==> config.mk <==
export PLATFORM = sky130hd
export DESIGN_NAME = tqe_regs
export DESIGN_NICKNAME = d
export VERILOG_FILES = /design/src/logic/tqe_pkg.sv /design/src/logic/tqe_regs.sv
export SDC_FILE = /design/constraint.sdc
export NUM_CORES = 1
export LEC_CHECK = 0
export BUFFER_PORTS_ARGS = -buffer_cell sky130_fd_sc_hd__buf_2
export CORE_MARGIN = 2
export CORE_UTILIZATION = 60
export CTS_BUF_LIST = sky130_fd_sc_hd__clkbuf_4
export CTS_CLUSTER_DIAMETER = 120
export CTS_CLUSTER_SIZE = 24
export DETAILED_ROUTE_END_ITERATION = 6
export PLACE_DENSITY = 0.88
export SLEW_MARGIN = 10
export SYNTH_ARGS = -nofsm -noshare
export SYNTH_HDL_FRONTEND = slang
export SYNTH_SLANG_ARGS = --single-unit
==> constraint.sdc <==
create_clock -name clk_i -period 4.69 [get_ports clk_i]
set_clock_uncertainty 0.2 [all_clocks]
set_input_delay 0.7035 -clock clk_i [delete_from_list [all_inputs] [get_ports clk_i]]
set_output_delay 0.7035 -clock clk_i [all_outputs]
set_load 0.01 [all_outputs]
==> src/logic/tqe_pkg.sv <==
`default_nettype none
package tqe_pkg;
    // ------------------------------------------------------------
    // Register indices (byte address = 4 * index)
    // ------------------------------------------------------------
    localparam int unsigned IDX_W = 10;
    localparam logic [IDX_W-1:0] IDX_MQ_HI_TOP = 10'h158;
    localparam logic [IDX_W-1:0] IDX_MQ_HI_LOW = 10'h15a;
    localparam logic [IDX_W-1:0] IDX_MQ_UPPER = 10'h15c;
    localparam logic [IDX_W-1:0] IDX_MQ_LOWER = 10'h15e;
    localparam logic [IDX_W-1:0] IDX_SQ_UPPER = 10'h16c;
    localparam logic [IDX_W-1:0] IDX_SQ_LOWER = 10'h16e;
    localparam logic [IDX_W-1:0] IDX_CTRL = 10'h170;

    // ------------------------------------------------------------
    // Field layout and reset values
    // ------------------------------------------------------------
    localparam int unsigned MASK_W = 16;
    localparam logic [MASK_W-1:0] MASK_RESET = 16'h0000;
    localparam int unsigned CTRL_W = 2;
    localparam logic [CTRL_W-1:0] CTRL_RESET = 2'h0;
    localparam int unsigned CTRL_DEV_SEL_BIT = 0;
    localparam int unsigned CTRL_SHARED_BIT = 1;
    localparam int unsigned BYTE_W = 8;
    localparam int unsigned MQ_QUEUES = 64;
    localparam int unsigned SHARED_QUEUES = 32;
    localparam logic [31:0] DATA_ZERO = 32'h0000_0000;
endpackage : tqe_pkg
`default_nettype wire

==> src/logic/tqe_regs.sv <==
// Local design decision: the Wishbone interface to the registers.
`default_nettype none
module tqe_regs (
    // Clock and reset
    input wire logic clk_i,
    input wire logic rst_i,
    // Wishbone classic slave
    input wire logic cyc_i,
    input wire logic stb_i,
    input wire logic we_i,
    input wire logic [31:0] adr_i,
    input wire logic [3:0] sel_i,
    input wire logic [31:0] dat_i,
    output logic [31:0] dat_o,
    output logic ack_o,
    // Queue enables to the transmit logic
    output logic [tqe_pkg::MQ_QUEUES-1:0] queue_en_o,
    output logic [tqe_pkg::SHARED_QUEUES-1:0] shared_queue_en_o,
    output logic [tqe_pkg::SHARED_QUEUES-1:0] slave_queue_en_o,
    output logic shared_mode_o
);
    import tqe_pkg::*;

    // ------------------------------------------------------------
    // State
    // ------------------------------------------------------------
    typedef struct packed {
        logic ack;
        logic [31:0] dat;
        logic [MASK_W-1:0] mq_hi_top;
        logic [MASK_W-1:0] mq_hi_low;
        logic [MASK_W-1:0] mq_upper;
        logic [MASK_W-1:0] mq_lower;
        logic [MASK_W-1:0] sq_upper;
        logic [MASK_W-1:0] sq_lower;
        logic [CTRL_W-1:0] ctrl;
        logic [MQ_QUEUES-1:0] q_en;
        logic [SHARED_QUEUES-1:0] sh_en;
        logic [SHARED_QUEUES-1:0] sl_en;
        logic shared;
    } tqe_state_s;

    tqe_state_s st;
    tqe_state_s next_st;

    logic [IDX_W-1:0] idx;
    logic req;
    logic dev_sel;
    logic shared;

    assign idx = adr_i[IDX_W+1:2];
    assign req = cyc_i & stb_i & ~st.ack;
    assign dev_sel = st.ctrl[CTRL_DEV_SEL_BIT];
    assign shared = st.ctrl[CTRL_SHARED_BIT];

    // Byte-lane merge of a 16-bit mask
    function automatic logic [MASK_W-1:0] merge16(input logic [MASK_W-1:0] old,
                                                  input logic [31:0] wd,
                                                  input logic [3:0] sel);
        logic [MASK_W-1:0] r;
        r = old;
        if (sel[0]) begin
            r[BYTE_W-1:0] = wd[BYTE_W-1:0];
        end
        if (sel[1]) begin
            r[MASK_W-1:BYTE_W] = wd[MASK_W-1:BYTE_W];
        end
        return r;
    endfunction : merge16

    // ------------------------------------------------------------
    // Next state
    // ------------------------------------------------------------
    always_comb begin
        next_st = st;
        next_st.ack = req;
        if (req) begin
            next_st.dat = DATA_ZERO;
            if (we_i) begin
                if (idx == IDX_MQ_HI_TOP) begin
                    next_st.mq_hi_top = merge16(st.mq_hi_top, dat_i, sel_i);
                end else if (idx == IDX_MQ_HI_LOW) begin
                    next_st.mq_hi_low = merge16(st.mq_hi_low, dat_i, sel_i);
                end else if (idx == IDX_MQ_UPPER) begin
                    next_st.mq_upper = merge16(st.mq_upper, dat_i, sel_i);
                end else if (idx == IDX_MQ_LOWER) begin
                    next_st.mq_lower = merge16(st.mq_lower, dat_i, sel_i);
                end else if (idx == IDX_SQ_UPPER) begin
                    next_st.sq_upper = merge16(st.sq_upper, dat_i, sel_i);
                end else if (idx == IDX_SQ_LOWER) begin
                    next_st.sq_lower = merge16(st.sq_lower, dat_i, sel_i);
                end else if (idx == IDX_CTRL) begin
                    if (sel_i[0]) begin
                        next_st.ctrl = dat_i[CTRL_W-1:0];
                    end
                end
            end else begin
                // Unmapped reads return zero; upper bits always zero
                if (idx == IDX_MQ_HI_TOP) begin
                    next_st.dat[MASK_W-1:0] = st.mq_hi_top;
                end else if (idx == IDX_MQ_HI_LOW) begin
                    next_st.dat[MASK_W-1:0] = st.mq_hi_low;
                end else if (idx == IDX_MQ_UPPER) begin
                    next_st.dat[MASK_W-1:0] = st.mq_upper;
                end else if (idx == IDX_MQ_LOWER) begin
                    next_st.dat[MASK_W-1:0] = st.mq_lower;
                end else if (idx == IDX_SQ_UPPER) begin
                    next_st.dat[MASK_W-1:0] = st.sq_upper;
                end else if (idx == IDX_SQ_LOWER) begin
                    next_st.dat[MASK_W-1:0] = st.sq_lower;
                end else if (idx == IDX_CTRL) begin
                    next_st.dat[CTRL_W-1:0] = st.ctrl;
                end
            end
        end

        // Effective enables; a one bit enables its queue
        next_st.q_en[15:0] = st.mq_lower;
        next_st.q_en[31:16] = st.mq_upper;
        // Upper half forced off while the device is not selected
        next_st.q_en[47:32] = dev_sel ? st.mq_hi_low : MASK_RESET;
        next_st.q_en[63:48] = dev_sel ? st.mq_hi_top : MASK_RESET;
        // Sharing only ever sees the low 32 queues
        next_st.sh_en = shared ? {st.mq_upper, st.mq_lower} : DATA_ZERO;
        // Slave view is dead outside shared mode
        next_st.sl_en = shared ? {st.sq_upper, st.sq_lower} : DATA_ZERO;
        next_st.shared = shared;
    end

    always_ff @(posedge clk_i) begin
        if (rst_i) begin
            st <= '0;
        end else begin
            st <= next_st;
        end
    end

    assign dat_o = st.dat;
    assign ack_o = st.ack;
    assign queue_en_o = st.q_en;
    assign shared_queue_en_o = st.sh_en;
    assign slave_queue_en_o = st.sl_en;
    assign shared_mode_o = st.shared;
endmodule : tqe_regs
`default_nettype wire

; ---- Word-level counts from Yosys, hierarchy flattened
; Cells that the tools add are included.
; Widths: inputs -> output; s select.
[classes]
bitwise = 11
n_reduce_logical = 15
n_mux = 9
eq_ne = 7
[ops]
columns = operator, count
row1 = $mux 16, 6
row2 = $eq 10x9->1 const B, 7
row3 = $reduce_and 9->1, 2
row4 = $reduce_and 8->1, 2
row5 = $mux 14, 1
row6 = $reduce_and 7->1, 2
row7 = $reduce_and 6->1, 2
row8 = $reduce_and 10->1, 1
row9 = $reduce_and 5->1, 2
row10 = $not 1->1, 9
row11 = $reduce_and 4->1, 2
row12 = $mux 2, 2
row13 = $reduce_or 2->1, 2
row14 = $and 1x1->1, 2
[word_totals]
ff_bits = 244
input_bits = 73
wordCells = 62
output_inout_bits = 162

; ---- Depth between registers and ports, before layout
; Gate-level depths: netlist (run 1).
[logic_depth]
word_depth = 9
ltp_mapped = 7
ltp_nobuf = 4

; ---- Worst setup path after synthesis (run 1)
; No wires, ideal clock.
[synth_path]
path_type = in2reg
startpoint = in we_i
endpoint = reg st, in the netlist next_st[67]
t_arrival_ns = 1.814
setup_time_ns = 0.114
cell_stages = 6
n_path_buf = 2
t_required_ns = 4.376
slack_ns = 2.562
path_cell_list = and4b_1 > buf_4 > nand3_1 > or2_2 > buf_2 > a21o_1
[synth_via]
elab_chain_cells = 1
[synth_lines]
columns = item, line_no
row1 = from (decl), tqe_regs.sv:10  ; input wire logic we_i,
row2 = $reduce_and 7->1 (no line), n/a
row3 = to (signal assigned), tqe_regs.sv:134  ; st <= next_st;
row4 = to (decl), tqe_regs.sv:43  ; tqe_state_s st;
; Every way passes these cells.
; A chain may end at the register's enable or synchronous reset.

; ---- Final worst setup path (run 1)
[layout_path]
startpoint = reg st, in the netlist ack_o
endpoint = reg st[133] (netlist bit)
[layout_via]
elab_chain_cells = 3
[layout_lines]
columns = item, line_no
row1 = $not 1->1, tqe_regs.sv:52  ; assign req = cyc_i & stb_i & ~st.ack;
row2 = $and 1x1->1, tqe_regs.sv:52
row3 = $reduce_and 9->1 (no line), n/a
; Every way passes these cells.

==> run_results.csv, run 1 <==
group,metric,value,unit
route,top_layer,"met5",
min_path,hp-start,"dat_i[4]",
setup_path,endpoint_kind,"register",
grt,antenna_found_initial,5,
setup_path,reg2reg_depth,4,
route,met1_length,9100,um
die,ios,235,
cts,cts-root-buf,"clkbuf_4",
power_and_ir_drop,seqPwrFrac,69.9,%
setup_path,critPathLaunchType,"register",
cts,cts_resized,0,
run_status,status,"finished clean",
setup_path,r2r_end,"st[133]",
route,wl_met3,1370,um
die,chipWidth,134,um
synth,synth-main-ff-cell,"dfxtp_1",
setup_path,cp_cell_sequence,"and4b_1, and2_0, and3_1, mux2i_1",
sta,rsz0062_at_grt,"no",
grt,grt_util_all_layers,24.4,%
route,drt-initial-drc-count,663,
sta,min_period_over_period,60.8,%
cts,holdBufCountCts,0,
sta,finalHoldViolations,0,
synth,synthTopCellsByCount,"244 x dfxtp_1, 166 x buf_4, 97 x and2_1",
synth,postSynthAreaPerCell,9.96,um^2
power_and_ir_drop,power_density,294,mW/mm^2
sta,final_max_slew_viol_count,0,
layout,area.growth.synth_to_final,-0.845,%
synth,synthTopCellsByArea,"dfxtp_1 48%, buf_4 12%, mux2i_1 6.7%",
flow_run,drv_cap,0,
setup_path,crit_slowest_cell,"and2_0",
synth,synth.yosys.warnings,0,
route,wl_met2,11200,um
power_and_ir_drop,power_frac_comb,4.6,%
die,dieArea,0.0181,mm^2
route,routed_via_density,5.59,
synth,synth_top_area_share,47.8,%
power_and_ir_drop,total_leakage_power,4.70,nW
power_and_ir_drop,p_int,0.00228,W
route,dr_total_vias,6927,
setup_path,crit_type,"register to register",
placed_design,dp_hpwl,15800,um
die,rows,47,
grt,grt_pass1_wl,34900,um
power_and_ir_drop,switching_power,0.000693,W
route,firstDrtPassIters,6,
cts,cts_tree,"built",
cts,cts_sinks,244,
setup_path,cp_max_fo,13,
power_and_ir_drop,swShare,23.3,%
synth,synth_edf_count,0,
sta,tightest_slew,1.14,ns
cts,clk_pin_slew,0.24,ns
synth,netlist_area,0.0102,mm^2
cts,cts_buffer_depth,3,
placed_design,port_buffers,178,
cts,numCtsBuffers,14,
synth,synth_top_area_cell,"dfxtp_1",
power_and_ir_drop,clkPwrFrac,25.5,%
sta,max_freq,0.351,GHz
synth,ys_seq_elements,244,
sta,tns,0,ns
setup_path,cp.arrival,3.16,ns
die,die_h,134,um
sta,fin_crit,2.85,ns
setup_path,crit_path_max_incr_delay,0.73,ns
route,wl_per_cell,18.4,um
cts,post_cts_buffers,0,
synth,synth_cell_types,54,
sta,relSlewSlack,23.6,%
die,start_util,61.4,%
grt,globalRouteOverflowTotal,0,
synth,yosysSeqAreaShare,47.8,%
synth,ys_async_sr_fraction,0,%
layout,drive_gt1_share,21.2,%
min_path,holdPathStages,3,
synth,synth_most_common_cell,"dfxtp_1",
grt,grt_pass1_vias,6579,
cts,insertion_delay,0.65,ns
route,routed_wl,22800,um
setup_path,reg2reg_slack,1.84,ns
min_path,hold_path.class,"input pin to register",
layout,fin_nets,1088,
route,drcViolationCount,0,
synth,synth_cells,1026,
setup_path,r2r_start,"ack_o",
setup_path,cp.required,5.00,ns
min_path,min_to,"st[215]",
power_and_ir_drop,vdd_drop_max,0.000150,V
route,final_antenna_net_count,0,
grt,grt_max_degree,66,
die,core,0.0166,mm^2
sta,setup_violations,0,
sta,timing.hold.ws,0.0855,ns
cts,htree_num_levels,1,
placed_design,gp_congestion,0.877,
==> logic make-up after synthesis <==
family                 count (synthesis)  share of synthesized area (%)
buffers and inverters                227                           14.7
flip-flops                           244                           47.8
AO/OA/AOI/OAI                        176                           12.0
multiplexers                          68                           6.66
AND/OR/NAND/NOR                      310                           18.8
other                                  1                         0.0367
==> how the worst max path moves through the flow <==
| stage | depth (start not counted) | start | slack [ns] | end |
|---|---|---|---|---|
| 2_1_floorplan | 6 | we_i | 2.56 | next_st[67] |
| 3_3_place_gp | 5 | adr_i[3] | 1.57 | next_st[65] |
| 3_5_place_dp | 5 | adr_i[3] | 1.54 | next_st[68] |
| 4_1_cts | 4 | ack_o | 1.89 | st[133] |
| 5_1_grt | 4 | ack_o | 1.73 | st[133] |
| 6_report | 4 | ack_o | 1.84 | st[133] |
==> stage by stage <==
step	std cells	worst slack, ns	util [%]	cell area (um^2)	total power, W
global placement	1219	1.57	60.0	9990	0.00225
finish	1239	1.84	60.9	10100	0.00298
detailed placement	1219	1.54	60.0	9990	0.00225
global route	1238	1.73	60.8	10100	0.00307
CTS	1235	1.89	60.8	10100	0.00299
floorplan	1041	2.56	-	10300	0.00222
==> layer usage <==
layer / up-vias / track usage (%)
met1: 3285 / 29.4
met4: 2 / 12.9
met3: 74 / 4.39
met2: 290 / 41.8
met5: - / 0
li1: 3276 / -
==> power by group through the flow <==
stage / sequential (W) / clock, W / combinational (W)
after global routing: 0.00208 / 0.000846 / 0.000147
after detailed placement: 0.00212 / 0 / 0.000134
after floorplan: 0.00212 / 0 / 0.000101
after global placement: 0.00212 / 0 / 0.000133
after CTS: 0.00208 / 0.000777 / 0.000135
final: 0.00208 / 0.000759 / 0.000137
==> flip-flops by register name, summed over array words and instances (netlist names) <==
signal,flops
st,64
queue_en_o,64
slave_queue_en_o,32
shared_queue_en_o,32
shared_mode_o,1
ack_o,1
dat_o,16
next_st,33
dev_sel,1
==> critical path, delay by kind of cell (launching register included) <==
kind	cells	cell delay (ns)
and+or+nand+nor	3	1.87
muxes	1	0.25
DFF	1	0.39
==> cells in the final DEF, fill, tap and decap left out, drive strengths merged, types with 2 or more instances in the layout <==
cell type,instances
nand3,27
o21ai,44
buf,184
a2111oi,2
o211ai,4
o221ai,9
and3b,2
a31oi,9
or3,2
diode,4
conb,16
o31ai,16
or2,2
inv,2
a211oi,3
a22oi,5
and4bb,2
dfxtp,244
and3,4
nand2,12
a21oi,22
mux2i,68
nor3,21
a221o,14
and2,98
a21o,30
nand4bb,2
nor3b,3
nand2b,74
nor2,18
a2bb2oi,13
nand3b,2
clkbuf,15
nor2b,35
==> area by class of cell <==
cell class / instances / area (um^2)
Antenna cell: 4 / 10.0
Clock buffer: 15 / 113
Clock inverter: 1 / 20.0
Fill cell: 1400 / 6510
Inverter: 1 / 3.75
Multi-Input combinational cell: 570 / 3890
Sequential cell: 244 / 4880
Tap cell: 220 / 275
Timing Repair Buffer: 184 / 936
(Power assumes the default switching activity.)
==> run 2: changes to the inputs <==
- CORE_UTILIZATION: 60 -> 50
- PLACE_DENSITY: 0.88 -> 0.78
- clock period: 4.69 -> 2.6 ns (I/O delays scaled with it)
==> run 2 against run 1 <==
Net effect:
- clock-buffer cell count unchanged
- die area rose by 19%
- register-to-register slack lost 1.6 ns
- critical path depth up 4
- sequential share of layout area down 2.5 points
- design area increased by 5.4%
- core utilization is 8.0 points lower
- via count is 2.3% higher
- critical path type is now input pin to register
- global-route usage fell by 3.0 points
- combinational power up 110%
- clock power increased by 83%
- sequential cell count is the same
==> run_results.csv, run 2 (synthesized netlist as in run 1, its figures left out) <==
group,metric,value,unit
die,rows,52,
power_and_ir_drop,p_int,0.00415,W
setup_path,crit_type,"input pin to register",
die,chipWidth,147,um
setup_path,cp.required,3.02,ns
cts,cts-root-buf,"clkbuf_4",
die,dieArea,0.0216,mm^2
setup_path,cp_max_fo,11,
cts,cts_tree,"built",
layout,seq_area,0.00488,mm^2
sta,tightest_slew,0.547,ns
setup_path,endpoint_kind,"register",
sta,relSlewSlack,63.5,%
placed_design,gp_congestion,0.887,
die,ios,235,
layout,fin_nets,1143,
layout,final_common_cell,"dfxtp_1",
power_and_ir_drop,swShare,23.6,%
cts,numCtsBuffers,14,
power_and_ir_drop,power_frac_comb,5.4,%
route,dr_total_vias,7086,
cts,cts_resized,0,
flow_run,drv_cap,0,
power_and_ir_drop,clkPwrFrac,25.6,%
cts,clk_pin_slew,0.24,ns
min_path,hold_path.class,"input pin to register",
sta,max_freq,0.412,GHz
run_status,status,"finished clean",
layout,area.growth.synth_to_final,4.47,%
route,final_antenna_net_count,0,
layout,fill_cells,1852,
placed_design,dp_hpwl,17000,um
route,routed_via_density,5.28,
power_and_ir_drop,seqPwrFrac,69.0,%
placed_design,port_buffers,178,
cts,cts_sinks,244,
cts,htree_num_levels,1,
grt,antenna_found_initial,2,
grt,grt_util_all_layers,21.4,%
sta,tns,0,ns
setup_path,critPathLaunchType,"input pin",
power_and_ir_drop,power_density,509,mW/mm^2
sta,final_max_slew_viol_count,0,
route,routed_wl,24000,um
grt,grt_pass1_wl,36700,um
power_and_ir_drop,switching_power,0.00128,W
cts,holdBufCountCts,29,
die,start_util,50.6,%
layout,drive_gt1_share,22.5,%
sta,timing.hold.ws,0.0592,ns
grt,grt_max_degree,66,
sta,finalHoldViolations,0,
cts,insertion_delay,0.65,ns
route,drt-initial-drc-count,535,
die,core,0.0202,mm^2
route,drcViolationCount,0,
route,wl_per_cell,17.9,um
layout,layout_common_cells,"244 x dfxtp_1, 178 x buf_2, 97 x and2_1",
route,firstDrtPassIters,5,
cts,cts_buffer_depth,3,
power_and_ir_drop,total_leakage_power,4.96,nW
layout,multiInputGateArea,0.00389,mm^2
cts,post_cts_buffers,0,
power_and_ir_drop,vdd_drop_max,0.000312,V
sta,min_period_over_period,93.4,%
sta,rsz0062_at_grt,"no",
setup_path,cp.arrival,2.85,ns
grt,grt_pass1_vias,6788,
sta,fin_crit,2.43,ns
grt,globalRouteOverflowTotal,0,
die,die_h,147,um
sta,setup_violations,0,
## run 2: cell type report
class | instances | share of cell area [%]
diodes | 2 | 0.0469
clock buffers | 15 | 1.06
clock inverters | 1 | 0.188
inverters | 1 | 0.0352
multi-input cells | 570 | 36.4
flip-flops and latches | 244 | 45.8
well taps | 270 | 3.17
repair buffers | 239 | 13.3
## run 2: worst paths after layout
check / slack [ns] / from / cells after the start / endpoint
max: 0.17 / we_i / 8 / st[218]
min reg2reg: 0.24 / next_st[70] / 1 / shared_queue_en_o[5]
min: 0.06 / adr_i[2] / 5 / dev_sel
max reg2reg: 0.19 / ack_o / 6 / st[218]
## run 2: power groups by stage
stage / clock network [W] / registers (W) / logic (W)
final: 0.00139 / 0.00375 / 0.000293
after global routing: 0.00159 / 0.00376 / 0.000312
after CTS: 0.00144 / 0.00375 / 0.000290
after detailed placement: 0 / 0.00382 / 0.000263
after global placement: 0 / 0.00382 / 0.000260
after floorplan: 0 / 0.00382 / 0.000182
## run 2: critical path: stages
cell and delay, ns:
dlygate4sd3_1 0.54, buf_2 0.14, and4b_1 0.45, and2_0 0.25, buf_4 0.23, nand3_1 0.14, a21oi_1 0.15, dlygate4sd3_1 0.56
## run 2: stage by stage
| step | utilization, % | power (W) | worst slack [ns] | std cells | cell area [um^2] |
|---|---|---|---|---|---|
| CTS | 52.9 | 0.00548 | 0.218 | 1340 | 10700 |
| detailed placement | 50.8 | 0.00409 | 0.364 | 1295 | 10200 |
| global route | 52.9 | 0.00565 | 0.0341 | 1342 | 10700 |
| floorplan | - | 0.00400 | 0.784 | 1041 | 10300 |
| finish | 52.9 | 0.00543 | 0.172 | 1342 | 10700 |
| global placement | 50.8 | 0.00408 | 0.384 | 1295 | 10200 |
## run 2: metal layers
metal / routed length, um / share of wire [%] / GRT usage (%) / vias up
met2: 12200 / 51 / 38.3 / 217
met1: 9750 / 41 / 25.9 / 3399
met4: 997 / 4.1 / 8.89 / 0
met5: 0 / 0 / 0 / -
met3: 1110 / 4.6 / 3.04 / 60
li1: - / - / - / 3410
